===== src/logic/smsf_consts.svh =====
// constants for the safety module state and fault signaller
`ifndef SMSF_CONSTS_SVH
`define SMSF_CONSTS_SVH
`define SMSF_CLK_MHZ        250
`define SMSF_SAFE_W         3
`define SMSF_SIG_W          4
`define SMSF_IN_W           8
`define SMSF_CODE_W         4
`define SMSF_CNT_W          32
`define SMSF_POWER_ON_MS    1000
`define SMSF_FLASH_ON_MS    250
`define SMSF_FLASH_GAP_MS   250
`define SMSF_PAUSE_MS       1500
`define SMSF_MS_CYCLES(ms)  ((ms) * 1000 * `SMSF_CLK_MHZ)
`define SMSF_RED_ONE        4'h1
`define SMSF_BLUE_OVERCUR   4'h1
`define SMSF_BLUE_SHORT     4'h2
`define SMSF_BLUE_TEMP      4'h3
`define SMSF_ZERO_CODE      4'h0
`define SMSF_ZERO_CNT       32'h0
`endif


===== src/logic/smsf_pkg.sv =====
// types for the safety module state and fault signaller
`include "smsf_consts.svh"
package smsf_pkg;
	typedef enum logic [1:0]
	{
		SMSF_POWER_ON = 2'h0,
		SMSF_RUN      = 2'h1,
		SMSF_ERROR    = 2'h3
	} smsf_state_t;

	typedef enum logic [1:0]
	{
		SMSF_PH_ON    = 2'h0,
		SMSF_PH_GAP   = 2'h1,
		SMSF_PH_PAUSE = 2'h3
	} smsf_phase_t;

	typedef enum logic [2:0]
	{
		SMSF_ERR_NONE     = 3'h0,
		SMSF_ERR_INTERNAL = 3'h1,
		SMSF_ERR_OVERCUR  = 3'h2,
		SMSF_ERR_SHORT    = 3'h3,
		SMSF_ERR_TEMP     = 3'h4,
		SMSF_ERR_APP      = 3'h5
	} smsf_err_t;

	typedef struct packed
	{
		smsf_state_t                st;
		smsf_err_t                  err;
		smsf_phase_t                ph;
		logic [`SMSF_CNT_W-1:0]     cnt;
		logic [`SMSF_CODE_W-1:0]    red_n;
		logic [`SMSF_CODE_W-1:0]    blue_n;
		logic [`SMSF_CODE_W-1:0]    red_left;
		logic [`SMSF_CODE_W-1:0]    blue_left;
		logic                       flash_red;
		logic [`SMSF_IN_W-1:0]      sync1;
		logic [`SMSF_IN_W-1:0]      sync2;
		logic [`SMSF_IN_W-1:0]      inputs;
		logic [`SMSF_SAFE_W-1:0]    safe;
		logic [`SMSF_SIG_W-1:0]     sig;
		logic                       lamp_red;
		logic                       lamp_blue;
	} smsf_reg_t;
endpackage


===== src/logic/smsf_top.sv =====
// supervisory state machine, safety output gating and lamp flash codes
//
// Function
// at power-up enter power-on, self-test, both processor lamps red about one second
// self-test passes: lamps off, enter run, start application evaluation
// power-on tests fail: enter error, both processor lamps steady red
// run state without fault keeps both processor lamps dark
// application may force error and report a code as lamp flashes
// internal hardware checks run during run state; malfunction forces error
// entering error opens every safety output
// in error the application is not evaluated and system inputs are ignored
// in error signalling outputs hold their last application values
// error is latched; only a power cycle leaves it
// supply and input status lamps are driven directly from power-up
// steady red on both processor lamps marks a non-restorable internal fault
// output overcurrent shows one red flash then one blue flash
// safety output short shows one red flash then two blue flashes
// temperature out of limits shows one red flash then three blue flashes
// application error code N shows N blue flashes, no red
// flash codes repeat in error, separated by a fixed pause
// safety outputs stay open throughout the power-on state
`timescale 1ns/1ps
`include "smsf_consts.svh"
module smsf_top
	import smsf_pkg::*;
#(
	parameter logic [`SMSF_CNT_W-1:0] POWER_ON_CYCLES = `SMSF_CNT_W'(`SMSF_MS_CYCLES(`SMSF_POWER_ON_MS)),
	parameter logic [`SMSF_CNT_W-1:0] FLASH_ON_CYCLES = `SMSF_CNT_W'(`SMSF_MS_CYCLES(`SMSF_FLASH_ON_MS)),
	parameter logic [`SMSF_CNT_W-1:0] FLASH_GAP_CYCLES = `SMSF_CNT_W'(`SMSF_MS_CYCLES(`SMSF_FLASH_GAP_MS)),
	parameter logic [`SMSF_CNT_W-1:0] PAUSE_CYCLES = `SMSF_CNT_W'(`SMSF_MS_CYCLES(`SMSF_PAUSE_MS))
)
(
	// clock and reset (reset only from supply return)
	input  wire logic                       clk_sys,
	input  wire logic                       arst_n,
	// field input pins: guards, emergency stop, start
	input  wire logic [`SMSF_IN_W-1:0]      in_pins,
	// internal diagnosis
	input  wire logic                       self_test_fail,
	input  wire logic                       hw_fault,
	input  wire logic                       overcurrent_fault,
	input  wire logic                       os_short_fault,
	input  wire logic                       over_temp_fault,
	// application logic
	output logic                            app_run,
	output logic [`SMSF_IN_W-1:0]           sys_inputs,
	input  wire logic [`SMSF_SAFE_W-1:0]    app_safe,
	input  wire logic [`SMSF_SIG_W-1:0]     app_signal,
	input  wire logic                       app_error_req,
	input  wire logic [`SMSF_CODE_W-1:0]    app_error_code,
	// field outputs
	output logic [`SMSF_SAFE_W-1:0]         safe_switch_outputs,
	output logic [`SMSF_SIG_W-1:0]          signal_outputs,
	// lamps
	output logic                            processor_lamp_a_red,
	output logic                            processor_lamp_a_blue,
	output logic                            processor_lamp_b_red,
	output logic                            processor_lamp_b_blue,
	output logic                            supply_lamp,
	output logic [`SMSF_IN_W-1:0]           input_lamps
);

	smsf_reg_t  r;
	smsf_reg_t  next_r;
	// fault kind taken in this run cycle, none while healthy
	smsf_err_t  run_err;

	// priority among faults seen in the same run cycle
	always_comb
	begin
		if (hw_fault)
			run_err = SMSF_ERR_INTERNAL;
		else if (overcurrent_fault)
			run_err = SMSF_ERR_OVERCUR;
		else if (os_short_fault)
			run_err = SMSF_ERR_SHORT;
		else if (over_temp_fault)
			run_err = SMSF_ERR_TEMP;
		else if (app_error_req)
			run_err = SMSF_ERR_APP;
		else
			run_err = SMSF_ERR_NONE;
	end

	always_comb
	begin
		next_r = r;
		// two flops: the field contacts move with no regard to this clock
		next_r.sync1 = in_pins;
		next_r.sync2 = r.sync1;

		case (r.st)
			SMSF_POWER_ON:
			begin
				next_r.safe = '0;
				next_r.sig = '0;
				// a self-test failure or hardware fault here means the module itself is suspect; other faults are not checked here
				if (self_test_fail || hw_fault)
				begin
					next_r.st = SMSF_ERROR;
					next_r.err = SMSF_ERR_INTERNAL;
				end
				else if (r.cnt >= POWER_ON_CYCLES - `SMSF_CNT_W'(1))
				begin
					next_r.st = SMSF_RUN;
					next_r.cnt = `SMSF_ZERO_CNT;
				end
				else
				begin
					// the same counter later times the flashes; the two uses never overlap
					next_r.cnt = r.cnt + `SMSF_CNT_W'(1);
				end
			end

			SMSF_RUN:
			begin
				if (run_err != SMSF_ERR_NONE)
				begin

					next_r.st = SMSF_ERROR;
					next_r.err = run_err;
					next_r.safe = '0;
					next_r.ph = SMSF_PH_GAP;
					next_r.cnt = `SMSF_ZERO_CNT;
					next_r.red_n = `SMSF_ZERO_CODE;
					// flash counts for restorable faults; internal ones show steady red instead
					case (run_err)
						SMSF_ERR_OVERCUR:
						begin
							next_r.red_n = `SMSF_RED_ONE;
							next_r.blue_n = `SMSF_BLUE_OVERCUR;
						end
						SMSF_ERR_SHORT:
						begin
							next_r.red_n = `SMSF_RED_ONE;
							next_r.blue_n = `SMSF_BLUE_SHORT;
						end
						SMSF_ERR_TEMP:
						begin
							next_r.red_n = `SMSF_RED_ONE;
							next_r.blue_n = `SMSF_BLUE_TEMP;
						end
						SMSF_ERR_APP:
						begin
							// no red flash: the code belongs to the application, not the module
							next_r.blue_n = app_error_code;
						end
						default:
						begin
							next_r.blue_n = `SMSF_ZERO_CODE;
						end
					endcase
					next_r.red_left = next_r.red_n;
					next_r.blue_left = next_r.blue_n;
				end
				else
				begin
					// inputs are taken only while healthy, so the fault edge cannot move them
					next_r.inputs = r.sync2;
					next_r.safe = app_safe;
					next_r.sig = app_signal;
				end
			end

			SMSF_ERROR:
			begin
				// latched: no exit, inputs and signalling outputs frozen
				next_r.safe = '0;
				next_r.inputs = r.inputs;
				next_r.sig = r.sig;
				if (r.err == SMSF_ERR_NONE || r.err > SMSF_ERR_APP)
				begin
					// an error without a valid cause can only be an upset; show it as non-restorable
					next_r.err = SMSF_ERR_INTERNAL;
				end
				else if (r.err != SMSF_ERR_INTERNAL)
				begin
					// one counter times every phase, so repeats keep the same rhythm
					if (r.cnt != `SMSF_ZERO_CNT)
					begin
						next_r.cnt = r.cnt - `SMSF_CNT_W'(1);
					end
					else
					begin
						case (r.ph)
							SMSF_PH_ON:
							begin
								next_r.ph = SMSF_PH_GAP;
								next_r.cnt = FLASH_GAP_CYCLES - `SMSF_CNT_W'(1);
								if (r.flash_red)
								begin
									next_r.red_left = r.red_left - `SMSF_CODE_W'(1);
								end
								else
								begin
									next_r.blue_left = r.blue_left - `SMSF_CODE_W'(1);
								end
							end
							SMSF_PH_GAP:
							begin
								// reds go first, then blues
								if (r.red_left != `SMSF_ZERO_CODE || r.blue_left != `SMSF_ZERO_CODE)
								begin
									next_r.ph = SMSF_PH_ON;
									next_r.cnt = FLASH_ON_CYCLES - `SMSF_CNT_W'(1);
									next_r.flash_red = (r.red_left != `SMSF_ZERO_CODE);
								end
								else
								begin
									next_r.ph = SMSF_PH_PAUSE;
									next_r.cnt = PAUSE_CYCLES - `SMSF_CNT_W'(1);
								end
							end
							SMSF_PH_PAUSE:
							begin
								// restart the same code
								next_r.ph = SMSF_PH_GAP;
								next_r.red_left = r.red_n;
								next_r.blue_left = r.blue_n;
							end
							default:
							begin
								next_r.ph = SMSF_PH_GAP;
							end
						endcase
					end
				end
			end

			default:
			begin
				// an unknown state is treated as an internal fault: outputs open, lamps red
				next_r.st = SMSF_ERROR;
				next_r.err = SMSF_ERR_INTERNAL;
				next_r.safe = '0;
			end
		endcase

		// lamps follow the next state so they change on the same edge as it
		next_r.lamp_red = 1'h0;
		next_r.lamp_blue = 1'h0;
		case (next_r.st)
			SMSF_POWER_ON:
			begin
				// self-diagnosis in progress
				next_r.lamp_red = 1'h1;
			end
			SMSF_RUN:
			begin
				// a healthy run keeps both processor lamps dark
				next_r.lamp_red = 1'h0;
				next_r.lamp_blue = 1'h0;
			end
			SMSF_ERROR:
			begin
				if (next_r.err == SMSF_ERR_INTERNAL)
				begin
					// steady red with no flash code marks a fault that needs repair
					next_r.lamp_red = 1'h1;
				end
				else if (next_r.ph == SMSF_PH_ON)
				begin
					next_r.lamp_red = next_r.flash_red;
					next_r.lamp_blue = !next_r.flash_red;
				end
			end
			default:
			begin
				next_r.lamp_red = 1'h1;
				next_r.lamp_blue = 1'h0;
			end
		endcase
	end

	// reset stands for removal and return of supply: the only way out of error
	always_ff @(posedge clk_sys or negedge arst_n)
	begin
		if (!arst_n)
		begin
			r <= '0;
			r.st <= SMSF_POWER_ON;
			r.err <= SMSF_ERR_NONE;
			r.ph <= SMSF_PH_GAP;
			// power-on shows red from the very first moment, before any edge
			r.lamp_red <= 1'h1;
		end
		else
		begin
			r <= next_r;
		end
	end

	// outputs other than app_run, supply_lamp and input_lamps come straight from the state register; app_run is a decode of r.st
	assign app_run = (r.st == SMSF_RUN);
	assign sys_inputs = r.inputs;
	assign safe_switch_outputs = r.safe;
	assign signal_outputs = r.sig;
	assign processor_lamp_a_red = r.lamp_red;
	assign processor_lamp_b_red = r.lamp_red;
	assign processor_lamp_a_blue = r.lamp_blue;
	assign processor_lamp_b_blue = r.lamp_blue;
	// no processor in the path: these lamps work even when the state machine is stuck
	assign supply_lamp = 1'h1;
	assign input_lamps = in_pins;

endmodule


===== config.mk =====
export PLATFORM = sky130hd
export DESIGN_NAME = smsf_top
export DESIGN_NICKNAME = d
export VERILOG_FILES = /design/src/logic/smsf_pkg.sv /design/src/logic/smsf_top.sv
export VERILOG_INCLUDE_DIRS = /design/src /design/src/logic
export SDC_FILE = /design/constraint.sdc
export NUM_CORES = 1
export LEC_CHECK = 0
export ABC_CLOCK_PERIOD_IN_PS = 8330
export BUFFER_PORTS_ARGS = -buffer_cell sky130_fd_sc_hd__buf_2
export CAP_MARGIN = 20
export CORE_MARGIN = 8
export CORE_UTILIZATION = 43
export DETAILED_ROUTE_END_ITERATION = 12
export PLACE_DENSITY = 0.68
export SLEW_MARGIN = 10
export SYNTH_ARGS = -nofsm -noshare
export SYNTH_HDL_FRONTEND = slang
export SYNTH_SLANG_ARGS = --single-unit

===== constraint.sdc =====
create_clock -name clk_sys -period 8.33 [get_ports clk_sys]
set_clock_uncertainty 0.05 [all_clocks]
set_input_delay 0 -clock clk_sys [delete_from_list [all_inputs] [get_ports clk_sys]]
set_output_delay 0 -clock clk_sys [all_outputs]
set_load 0.01 [all_outputs]

==> flow_summary_export.csv, run 1 <==
group,metric,value,unit
clock_tree,cts_buffers,9,
floorplan,rows,41,
detailed_routing,dr.pass1.iters,5,
clock_tree,path_clk_slew,0.07,ns
finish,final_cell_mix,"dfrtp_1 (84), nand2_1 (53), buf_2 (53)",
power,p_sw_frac,0.403,
sta,final_max_slew_viol_count,0,
floorplan,initial_core_util,0.441,
synthesis,synth_area,5560,um2
sta,rsz0062_at_grt,"false",
power,cellPowerDensity,230,nW/um2
worst_setup_path,cp.required,8.51,ns
power,ir_drop,0.000146,V
synthesis,yosysUniqueCellTypes,75,
worst_setup_path,path_class,"reg2reg",
hold_path,hold_path_class,"in2reg",
worst_setup_path,timing.rr.end,"r[56]",
finish,syn_to_final_growth,12.3,%
power,combinationalPowerShare,0.299,
power,finalPower,1.44,mW
hold_path,hold_end,"r[45]",
clock_tree,cts_tree,"done",
sta,setup_viol,0,
sta,min_period,3.55,ns
sta,fmax,0.281,GHz
worst_setup_path,crit_fanout,15,
finish,drive_gt1_frac,0.169,
power,p_clk_frac,0.276,
detailed_routing,wl_per_cell,20.0,um
synthesis,ys_seq_area_frac,0.387,
worst_setup_path,r2r_start,"r[78]",
place,hpwl,11.7,mm
clock_tree,ctsResizeCount,0,
worst_setup_path,arrival,3.73,ns
synthesis,ys.flop_type,"dfrtp_1",
floorplan,die_w,130,um
detailed_routing,drc,0,
power,p_int,0.858,mW
floorplan,io_pins,56,
clock_tree,cts-root-buf,"clkbuf_16",
sta,hold_violations,0,
synthesis,syn_avg_cell_area,8.57,um2
finish,n_antenna_cell,0,
power,p_leak,2.63,nW
finish,finalNetCount,700,
worst_setup_path,rrSetupSlack,4.78,ns
synthesis,ys.warnings.count,0,
hold_path,hold_depth,3,
detailed_routing,vias,5273,
synthesis,synthTopCellsByArea,"dfrtp_1 (38%), o21ai_0 (3.9%), buf_4 (3.6%)",
clock_tree,cts_sinks,86,
floorplan,dieHeight,130,um
synthesis,syn_inst,649,
sta,max-slew-margin-rel,0.314,
worst_setup_path,start_kind,"flop",
synthesis,async_flop_share,1.00,
flow_run,max_cap_violations,0,
clock_tree,clockBufferDepth,2,
detailed_routing,avgViaCountPerCell,6.24,
place,routabilityCongestion,0.913,
detailed_routing,first_iter_violations,563,
sta,setup_tns,0,ns
floorplan,core,12600,um2
synthesis,synth_top_cell_area_share,0.378,
sta,worst-slew-pin-transition,1.03,ns
finish,fillers,1255,
power,pwr-share-seq,0.425,
place,io_buffers,54,
finish,final_common_cell,"dfrtp_1",
outcome,status,"finished clean",
clock_tree,clk_latency,0.35,ns
synthesis,synth-edff-count,0,
synthesis,synth-seq-cells,86,
global_route,grt_pass1_wl,26.6,mm
hold_path,min_from,"app_error_req",
global_route,antenna_found_initial,0,
synthesis,synth_area_leader_cell,"dfrtp_1",
global_route,grt.total_usage,0.203,
global_route,grt_overflow,0,
power,power.switching,0.579,mW
detailed_routing,ant_nets,0,
synthesis,syn_nets,681,
worst_setup_path,crit_path_end_kind,"flop",
floorplan,die-area,16800,um2
detailed_routing,drt_wl_total,16.9,mm
clock_tree,cts_max_level,3,
sta,min_period_over_period,0.427,
worst_setup_path,reg2reg_depth,7,
global_route,grt_pass1_vias,4838,
global_route,grt_max_degree,87,
[power groups by stage]
stage	clock network [mW]	logic, mW	registers, mW
after floorplan	0	0.373	0.519
after global placement	0	0.408	0.607
after detailed placement	0	0.409	0.610
after CTS	0.406	0.419	0.602
after global routing	0.424	0.463	0.626
final	0.397	0.430	0.610
[repair_timing]
item	CTS	global route
hold buffers	20	0
setup buffers	0	0
endpoints found under the setup margin	0	0
hold endpoints to repair	102	0
[sequential cells by signal, indices dropped and copies added, names as in the netlist]
signal,count
processor_lamp_a_blue,1
safe_switch_outputs,3
r,61
sys_inputs,8
signal_outputs,4
processor_lamp_a_red,1
next_r,8
[cell families after synthesis]
logic type,after synthesis,share of synthesized area
AND/OR/NAND/NOR,255,0.246
other,1,0.000674
buffers and inverters,95,0.0843
AO/OA/AOI/OAI,175,0.213
flip-flops,86,0.387
adder cells (fa/ha/maj),5,0.0112
multiplexers,11,0.0241
XOR/XNOR,21,0.0331
[worst max-delay path by stage]
stage	start	end	slack (ns)	cells after the start
after detailed placement	r[80]	r[56]	4.87	7
after global routing	r[80]	r[56]	4.61	7
after CTS	r[78]	r[56]	4.85	7
final	r[78]	r[56]	4.78	7
after global placement	r[80]	r[56]	5.00	7
after floorplan	r[71]	r[36]	5.63	7
[per-layer routing]
metal,vias up,track usage,part of all wire
met5,-,0,0
met4,0,0.0710,0.020
met3,33,0.0481,0.082
met2,253,0.314,0.46
met1,2563,0.273,0.44
li1,2424,-,-
[cell usage after synthesis (all sizes together), types with 5 or more instances]
cell     n
dfrtp   84
nand2   53
nor2    47
o21ai   45
clkbuf  41
nor3    35
buf     34
a21oi   30
nor4    21
inv     20
nand3   19
nand4   17
o22ai   13
and4    11
xor2    11
xnor2   10
a31oi    9
and3     9
mux2     9
or4      9
a22oi    8
and2     8
a211oi   7
o211ai   7
a31o     6
or3      6
ha       5
o221ai   5
or2      5
[worst max-delay path: stages (launching register included)]
cell and delay [ns]:
dfrtp_1 0.44, nor4_1 0.71, nand4_1 0.39, nor3_2 0.89, buf_4 0.32, nor2_1 0.14, a221oi_1 0.37, a21oi_1 0.11
[metrics by stage]
step / setup slack [ns] / instances / instance area [um2] / utilization / hold WS, ns
after global placement: 5.00 / 808 / 5730 / 0.454 / 0.0680
after detailed placement: 4.87 / 808 / 5730 / 0.454 / 0.0727
final: 4.78 / 845 / 6250 / 0.495 / 0.0174
after CTS: 4.85 / 844 / 6220 / 0.493 / 0.000241
after global routing: 4.61 / 845 / 6250 / 0.495 / 0.0661
after floorplan: 5.63 / 649 / 5560 / - / -0.346
[layout make-up]
class / instances / area (um2) / area share
multi-input combinational: 468 / 2950 / 0.472
sequential: 86 / 2150 / 0.345
timing repair buffer: 83 / 561 / 0.0897
clock buffer: 9 / 225 / 0.0360
tap: 172 / 215 / 0.0344
inverter: 20 / 75.1 / 0.0120
clock inverter: 7 / 67.6 / 0.0108
Power figures use the tool's default switching activity.
==> run 2: changes to the inputs <==
- ABC_CLOCK_PERIOD_IN_PS: 8330 -> 3500
- clock period: 8.33 -> 3.5 ns (I/O delays scaled with it)
==> flow_summary_export.csv, run 2 (synthesis gave the netlist of run 1 again) <==
group,metric,value,unit
floorplan,io_pins,56,
global_route,grt_pass1_wl,26.3,mm
detailed_routing,first_iter_violations,565,
sta,min_period,3.10,ns
global_route,grt_overflow,0,
floorplan,dieHeight,130,um
sta,rsz0062_at_grt,"false",
worst_setup_path,timing.rr.end,"r[77]",
flow_run,max_cap_violations,0,
worst_setup_path,start_kind,"flop",
floorplan,die_w,130,um
sta,fin_ws,0.401,ns
detailed_routing,drt_wl_total,16.3,mm
hold_path,hold_end,"r[45]",
worst_setup_path,arrival,3.29,ns
power,ir_drop,0.000265,V
finish,final_common_cell,"dfrtp_1",
global_route,grt_pass1_vias,5006,
detailed_routing,wl_per_cell,19.0,um
sta,worst-slew-pin-transition,0.899,ns
power,p_leak,2.68,nW
worst_setup_path,cp.required,3.69,ns
worst_setup_path,reg2reg_depth,6,
power,cellPowerDensity,544,nW/um2
hold_path,hold_path_class,"in2reg",
detailed_routing,drc,0,
clock_tree,cts-root-buf,"clkbuf_16",
sta,fmax,0.323,GHz
worst_setup_path,crit_fanout,15,
clock_tree,path_clk_slew,0.07,ns
clock_tree,cts_tree,"done",
floorplan,die-area,16800,um2
sta,setup_viol,0,
clock_tree,clockBufferDepth,2,
clock_tree,postCtsSetupBuffers,0,
detailed_routing,dr.pass1.iters,6,
sta,final_max_slew_viol_count,0,
sta,min_period_over_period,0.885,
finish,largest_register,"r",
worst_setup_path,r2r_start,"r[53]",
floorplan,core,12600,um2
place,hpwl,11.4,mm
finish,drive_gt1_frac,0.184,
sta,hold_violations,0,
floorplan,initial_core_util,0.441,
outcome,status,"finished clean",
clock_tree,cts_sinks,86,
finish,finalNetCount,712,
hold_path,hold_depth,3,
place,place_worst_setup_slack,0.485,ns
worst_setup_path,crit_path_end_kind,"flop",
clock_tree,cts_buffers,9,
global_route,grt.total_usage,0.198,
place,io_buffers,54,
place,routabilityCongestion,0.976,
detailed_routing,ant_nets,0,
finish,largest_reg_flops,61,
finish,final_cell_mix,"dfrtp_1 (84), nand2_1 (53), buf_2 (53)",
worst_setup_path,path_class,"reg2reg",
detailed_routing,avgViaCountPerCell,6.13,
sta,max-slew-margin-rel,0.401,
global_route,grt_max_degree,72,
clock_tree,ctsResizeCount,0,
sta,setup_tns,0,ns
detailed_routing,vias,5252,
clock_tree,cts_max_level,3,
global_route,antenna_found_initial,0,
floorplan,rows,41,
finish,syn_to_final_growth,13.5,%
worst_setup_path,rrSetupSlack,0.40,ns
hold_path,min_from,"app_error_req",
finish,n_antenna_cell,0,
clock_tree,clk_latency,0.35,ns
[run 2: worst max path at each step]
stage / from / endpoint / slack [ns]
after global routing: r[53] / r[77] / 0.18
after detailed placement: r[53] / r[77] / 0.48
after CTS: r[53] / r[77] / 0.46
final: r[53] / r[77] / 0.40
after global placement: r[66] / processor_lamp_a_red / 0.54
after floorplan: r[71] / r[36] / 0.80
[run 2: area by class of cell]
cell class / count / area, um2
Multi-Input combinational cell: 468 / 2950
Clock inverter: 7 / 60.1
Tap cell: 172 / 215
Timing Repair Buffer: 95 / 631
Fill cell: 1221 / 6310
Sequential cell: 86 / 2150
Clock buffer: 9 / 225
Inverter: 20 / 75.1
[run 2: per-layer routing]
metal	wire length, um	track usage
met1	6920	0.251
met2	7490	0.318
met3	1420	0.0490
met4	482	0.0813
met5	0	0
[run 2: worst max-delay path, stage by stage, from the launching register on]
cell	delay, ns
dfrtp_1	0.54
or4_1	0.66
or2_2	0.43
nor4_1	0.51
nor3b_1	0.35
o2111ai_1	0.17
a32o_1	0.28
[run 2: per-stage QoR]
| step | utilization | total power [mW] | instance area, um2 | hold slack (ns) | cells |
|---|---|---|---|---|---|
| 5_1_grt | 0.500 | 3.62 | 6310 | 0.0379 | 857 |
| 4_1_cts | 0.500 | 3.42 | 6310 | 0.00737 | 857 |
| 3_5_place_dp | 0.462 | 2.45 | 5830 | 0.0734 | 821 |
| 2_1_floorplan | - | 2.12 | 5560 | -0.346 | 649 |
| 6_report | 0.500 | 3.43 | 6310 | 0.0231 | 857 |
| 3_3_place_gp | 0.462 | 2.43 | 5830 | 0.0689 | 821 |
[run 2: power breakdown]
group          switching (mW)  internal (mW)
registers               0.305           1.13
clock network           0.441          0.498
logic                   0.615          0.444
[run 2: repair_timing]
action                     CTS  global route
setup endpoints to repair    0             0
hold endpoints to repair    87             0
hold buffers                20             0
==> run 3: changes to the inputs <==
- ABC_CLOCK_PERIOD_IN_PS: 3500 -> 3800
- clock period: 3.5 -> 3.8 ns (I/O delays scaled with it)
==> flow_summary_export.csv, run 3 (synthesis gave the netlist of run 1 again) <==
group,metric,value,unit
sta,final_max_slew_viol_count,0,
worst_setup_path,r2r_start,"r[58]",
worst_setup_path,cp_slowest_stage_delay,0.71,ns
place,hpwl,12.0,mm
detailed_routing,first_iter_violations,604,
finish,drive_gt1_frac,0.181,
detailed_routing,dr.pass1.iters,5,
clock_tree,cts_sinks,86,
global_route,antenna_found_initial,0,
worst_setup_path,crit_path_end_kind,"flop",
floorplan,die-area,16800,um2
clock_tree,cts-root-buf,"clkbuf_16",
global_route,grt.total_usage,0.208,
worst_setup_path,cp.required,3.98,ns
global_route,grt_pass1_vias,4941,
power,ir_drop,0.000306,V
finish,largest_reg_flops,61,
floorplan,die_w,130,um
clock_tree,ctsResizeCount,0,
power,cellPowerDensity,506,nW/um2
worst_setup_path,path_delay_family,"simple AND/OR/NAND/NOR gates",
sta,setup_viol,0,
finish,final_cell_mix,"dfrtp_1 (84), nand2_1 (53), buf_2 (53)",
hold_path,hold_path_class,"in2reg",
worst_setup_path,crit_fanout,18,
floorplan,io_pins,56,
global_route,grt_pass1_wl,27.2,mm
detailed_routing,ant_nets,0,
finish,multi_input_area,2950,um2
finish,syn_to_final_growth,13.6,%
finish,final_common_cell,"dfrtp_1",
place,io_buffers,54,
floorplan,rows,41,
sta,setup_tns,0,ns
clock_tree,clk_latency,0.35,ns
clock_tree,ctsHoldBuffers,21,
finish,largest_register,"r",
global_route,grt_overflow,0,
sta,min_period,3.11,ns
hold_path,hold_depth,3,
sta,hold_violations,0,
worst_setup_path,path_cells,"nor4_1, nand3_1, nor3_1, a31o_1, o21ai_0, o311ai_0",
sta,rsz0062_at_grt,"false",
sta,fmax,0.322,GHz
sta,fin_ws,0.695,ns
finish,seqCellArea,2150,um2
clock_tree,cts_buffers,9,
place,place_worst_setup_slack,0.759,ns
sta,min_period_over_period,0.817,
clock_tree,postCtsSetupBuffers,0,
floorplan,initial_core_util,0.441,
hold_path,hold_end,"r[42]",
finish,finalNetCount,711,
worst_setup_path,path_class,"reg2reg",
finish,final_util,0.501,
hold_path,min_from,"overcurrent_fault",
floorplan,dieHeight,130,um
worst_setup_path,reg2reg_depth,6,
flow_run,max_cap_violations,0,
worst_setup_path,start_kind,"flop",
sta,worst-slew-pin-transition,0.817,ns
power,p_leak,2.67,nW
clock_tree,clockBufferDepth,2,
global_route,grt_max_degree,56,
worst_setup_path,arrival,3.29,ns
detailed_routing,avgViaCountPerCell,6.29,
worst_setup_path,crit_slowest_cell,"a31o_1",
detailed_routing,drt_wl_total,17.3,mm
worst_setup_path,timing.rr.end,"r[73]",
clock_tree,path_clk_slew,0.08,ns
worst_setup_path,rrSetupSlack,0.69,ns
finish,n_antenna_cell,0,
worst_setup_path,path_buf_inv,0,
floorplan,core,12600,um2
place,routabilityCongestion,0.961,
clock_tree,cts_tree,"done",
detailed_routing,drc,0,
finish,fillers,1201,
outcome,status,"finished clean",
detailed_routing,vias,5386,
clock_tree,cts_max_level,3,
sta,max-slew-margin-rel,0.455,
detailed_routing,wl_per_cell,20.2,um
[run 3: layout make-up]
type | instances | area share
clock buffers | 9 | 0.0357
clock inverters | 7 | 0.0111
inverters | 20 | 0.0119
multi-input cells | 468 | 0.467
flip-flops and latches | 86 | 0.341
well taps | 172 | 0.0341
repair buffers | 94 | 0.0990
[run 3: worst register-to-register path, stage by stage (launching register included)]
cell	delay [ns]
dfrtp_1	0.52
nor4_1	0.56
nand3_1	0.37
nor3_1	0.42
a31o_1	0.71
o21ai_0	0.23
o311ai_0	0.14
[run 3: how the worst max path moves through the flow]
stage | start | to | slack, ns | cells past startpoint
CTS | r[66] | r[36] | 0.75 | 5
global route | r[58] | r[73] | 0.55 | 6
finish | r[58] | r[73] | 0.69 | 6
detailed placement | r[66] | r[36] | 0.76 | 5
floorplan | r[71] | r[36] | 1.10 | 7
global placement | r[66] | r[36] | 0.81 | 5
[run 3: per-layer routing]
metal	part of all wire	vias to the layer above	wire [um]	GRT usage
met4	0.026	0	446	0.0902
met1	0.43	2605	7400	0.269
met5	0	-	0	0
met3	0.082	49	1420	0.0428
met2	0.46	294	8000	0.331
li1	-	2438	-	-
[run 3: through the flow]
step / hold WS, ns / cell area, um2 / instances / power (mW)
final: 0.0296 / 6320 / 856 / 3.20
after global routing: 0.0582 / 6320 / 856 / 3.36
after CTS: 0.0241 / 6320 / 856 / 3.18
after detailed placement: 0.0545 / 5810 / 819 / 2.27
after global placement: 0.0475 / 5810 / 819 / 2.26
after floorplan: -0.346 / 5560 / 649 / 1.95
[run 3: power by group]
| part | leakage (nW) | internal (mW) | switching [mW] |
|---|---|---|---|
| Sequential | 1.06 | 1.04 | 0.305 |
| Combinational | 1.46 | 0.403 | 0.572 |
| Clock | 0.142 | 0.462 | 0.418 |
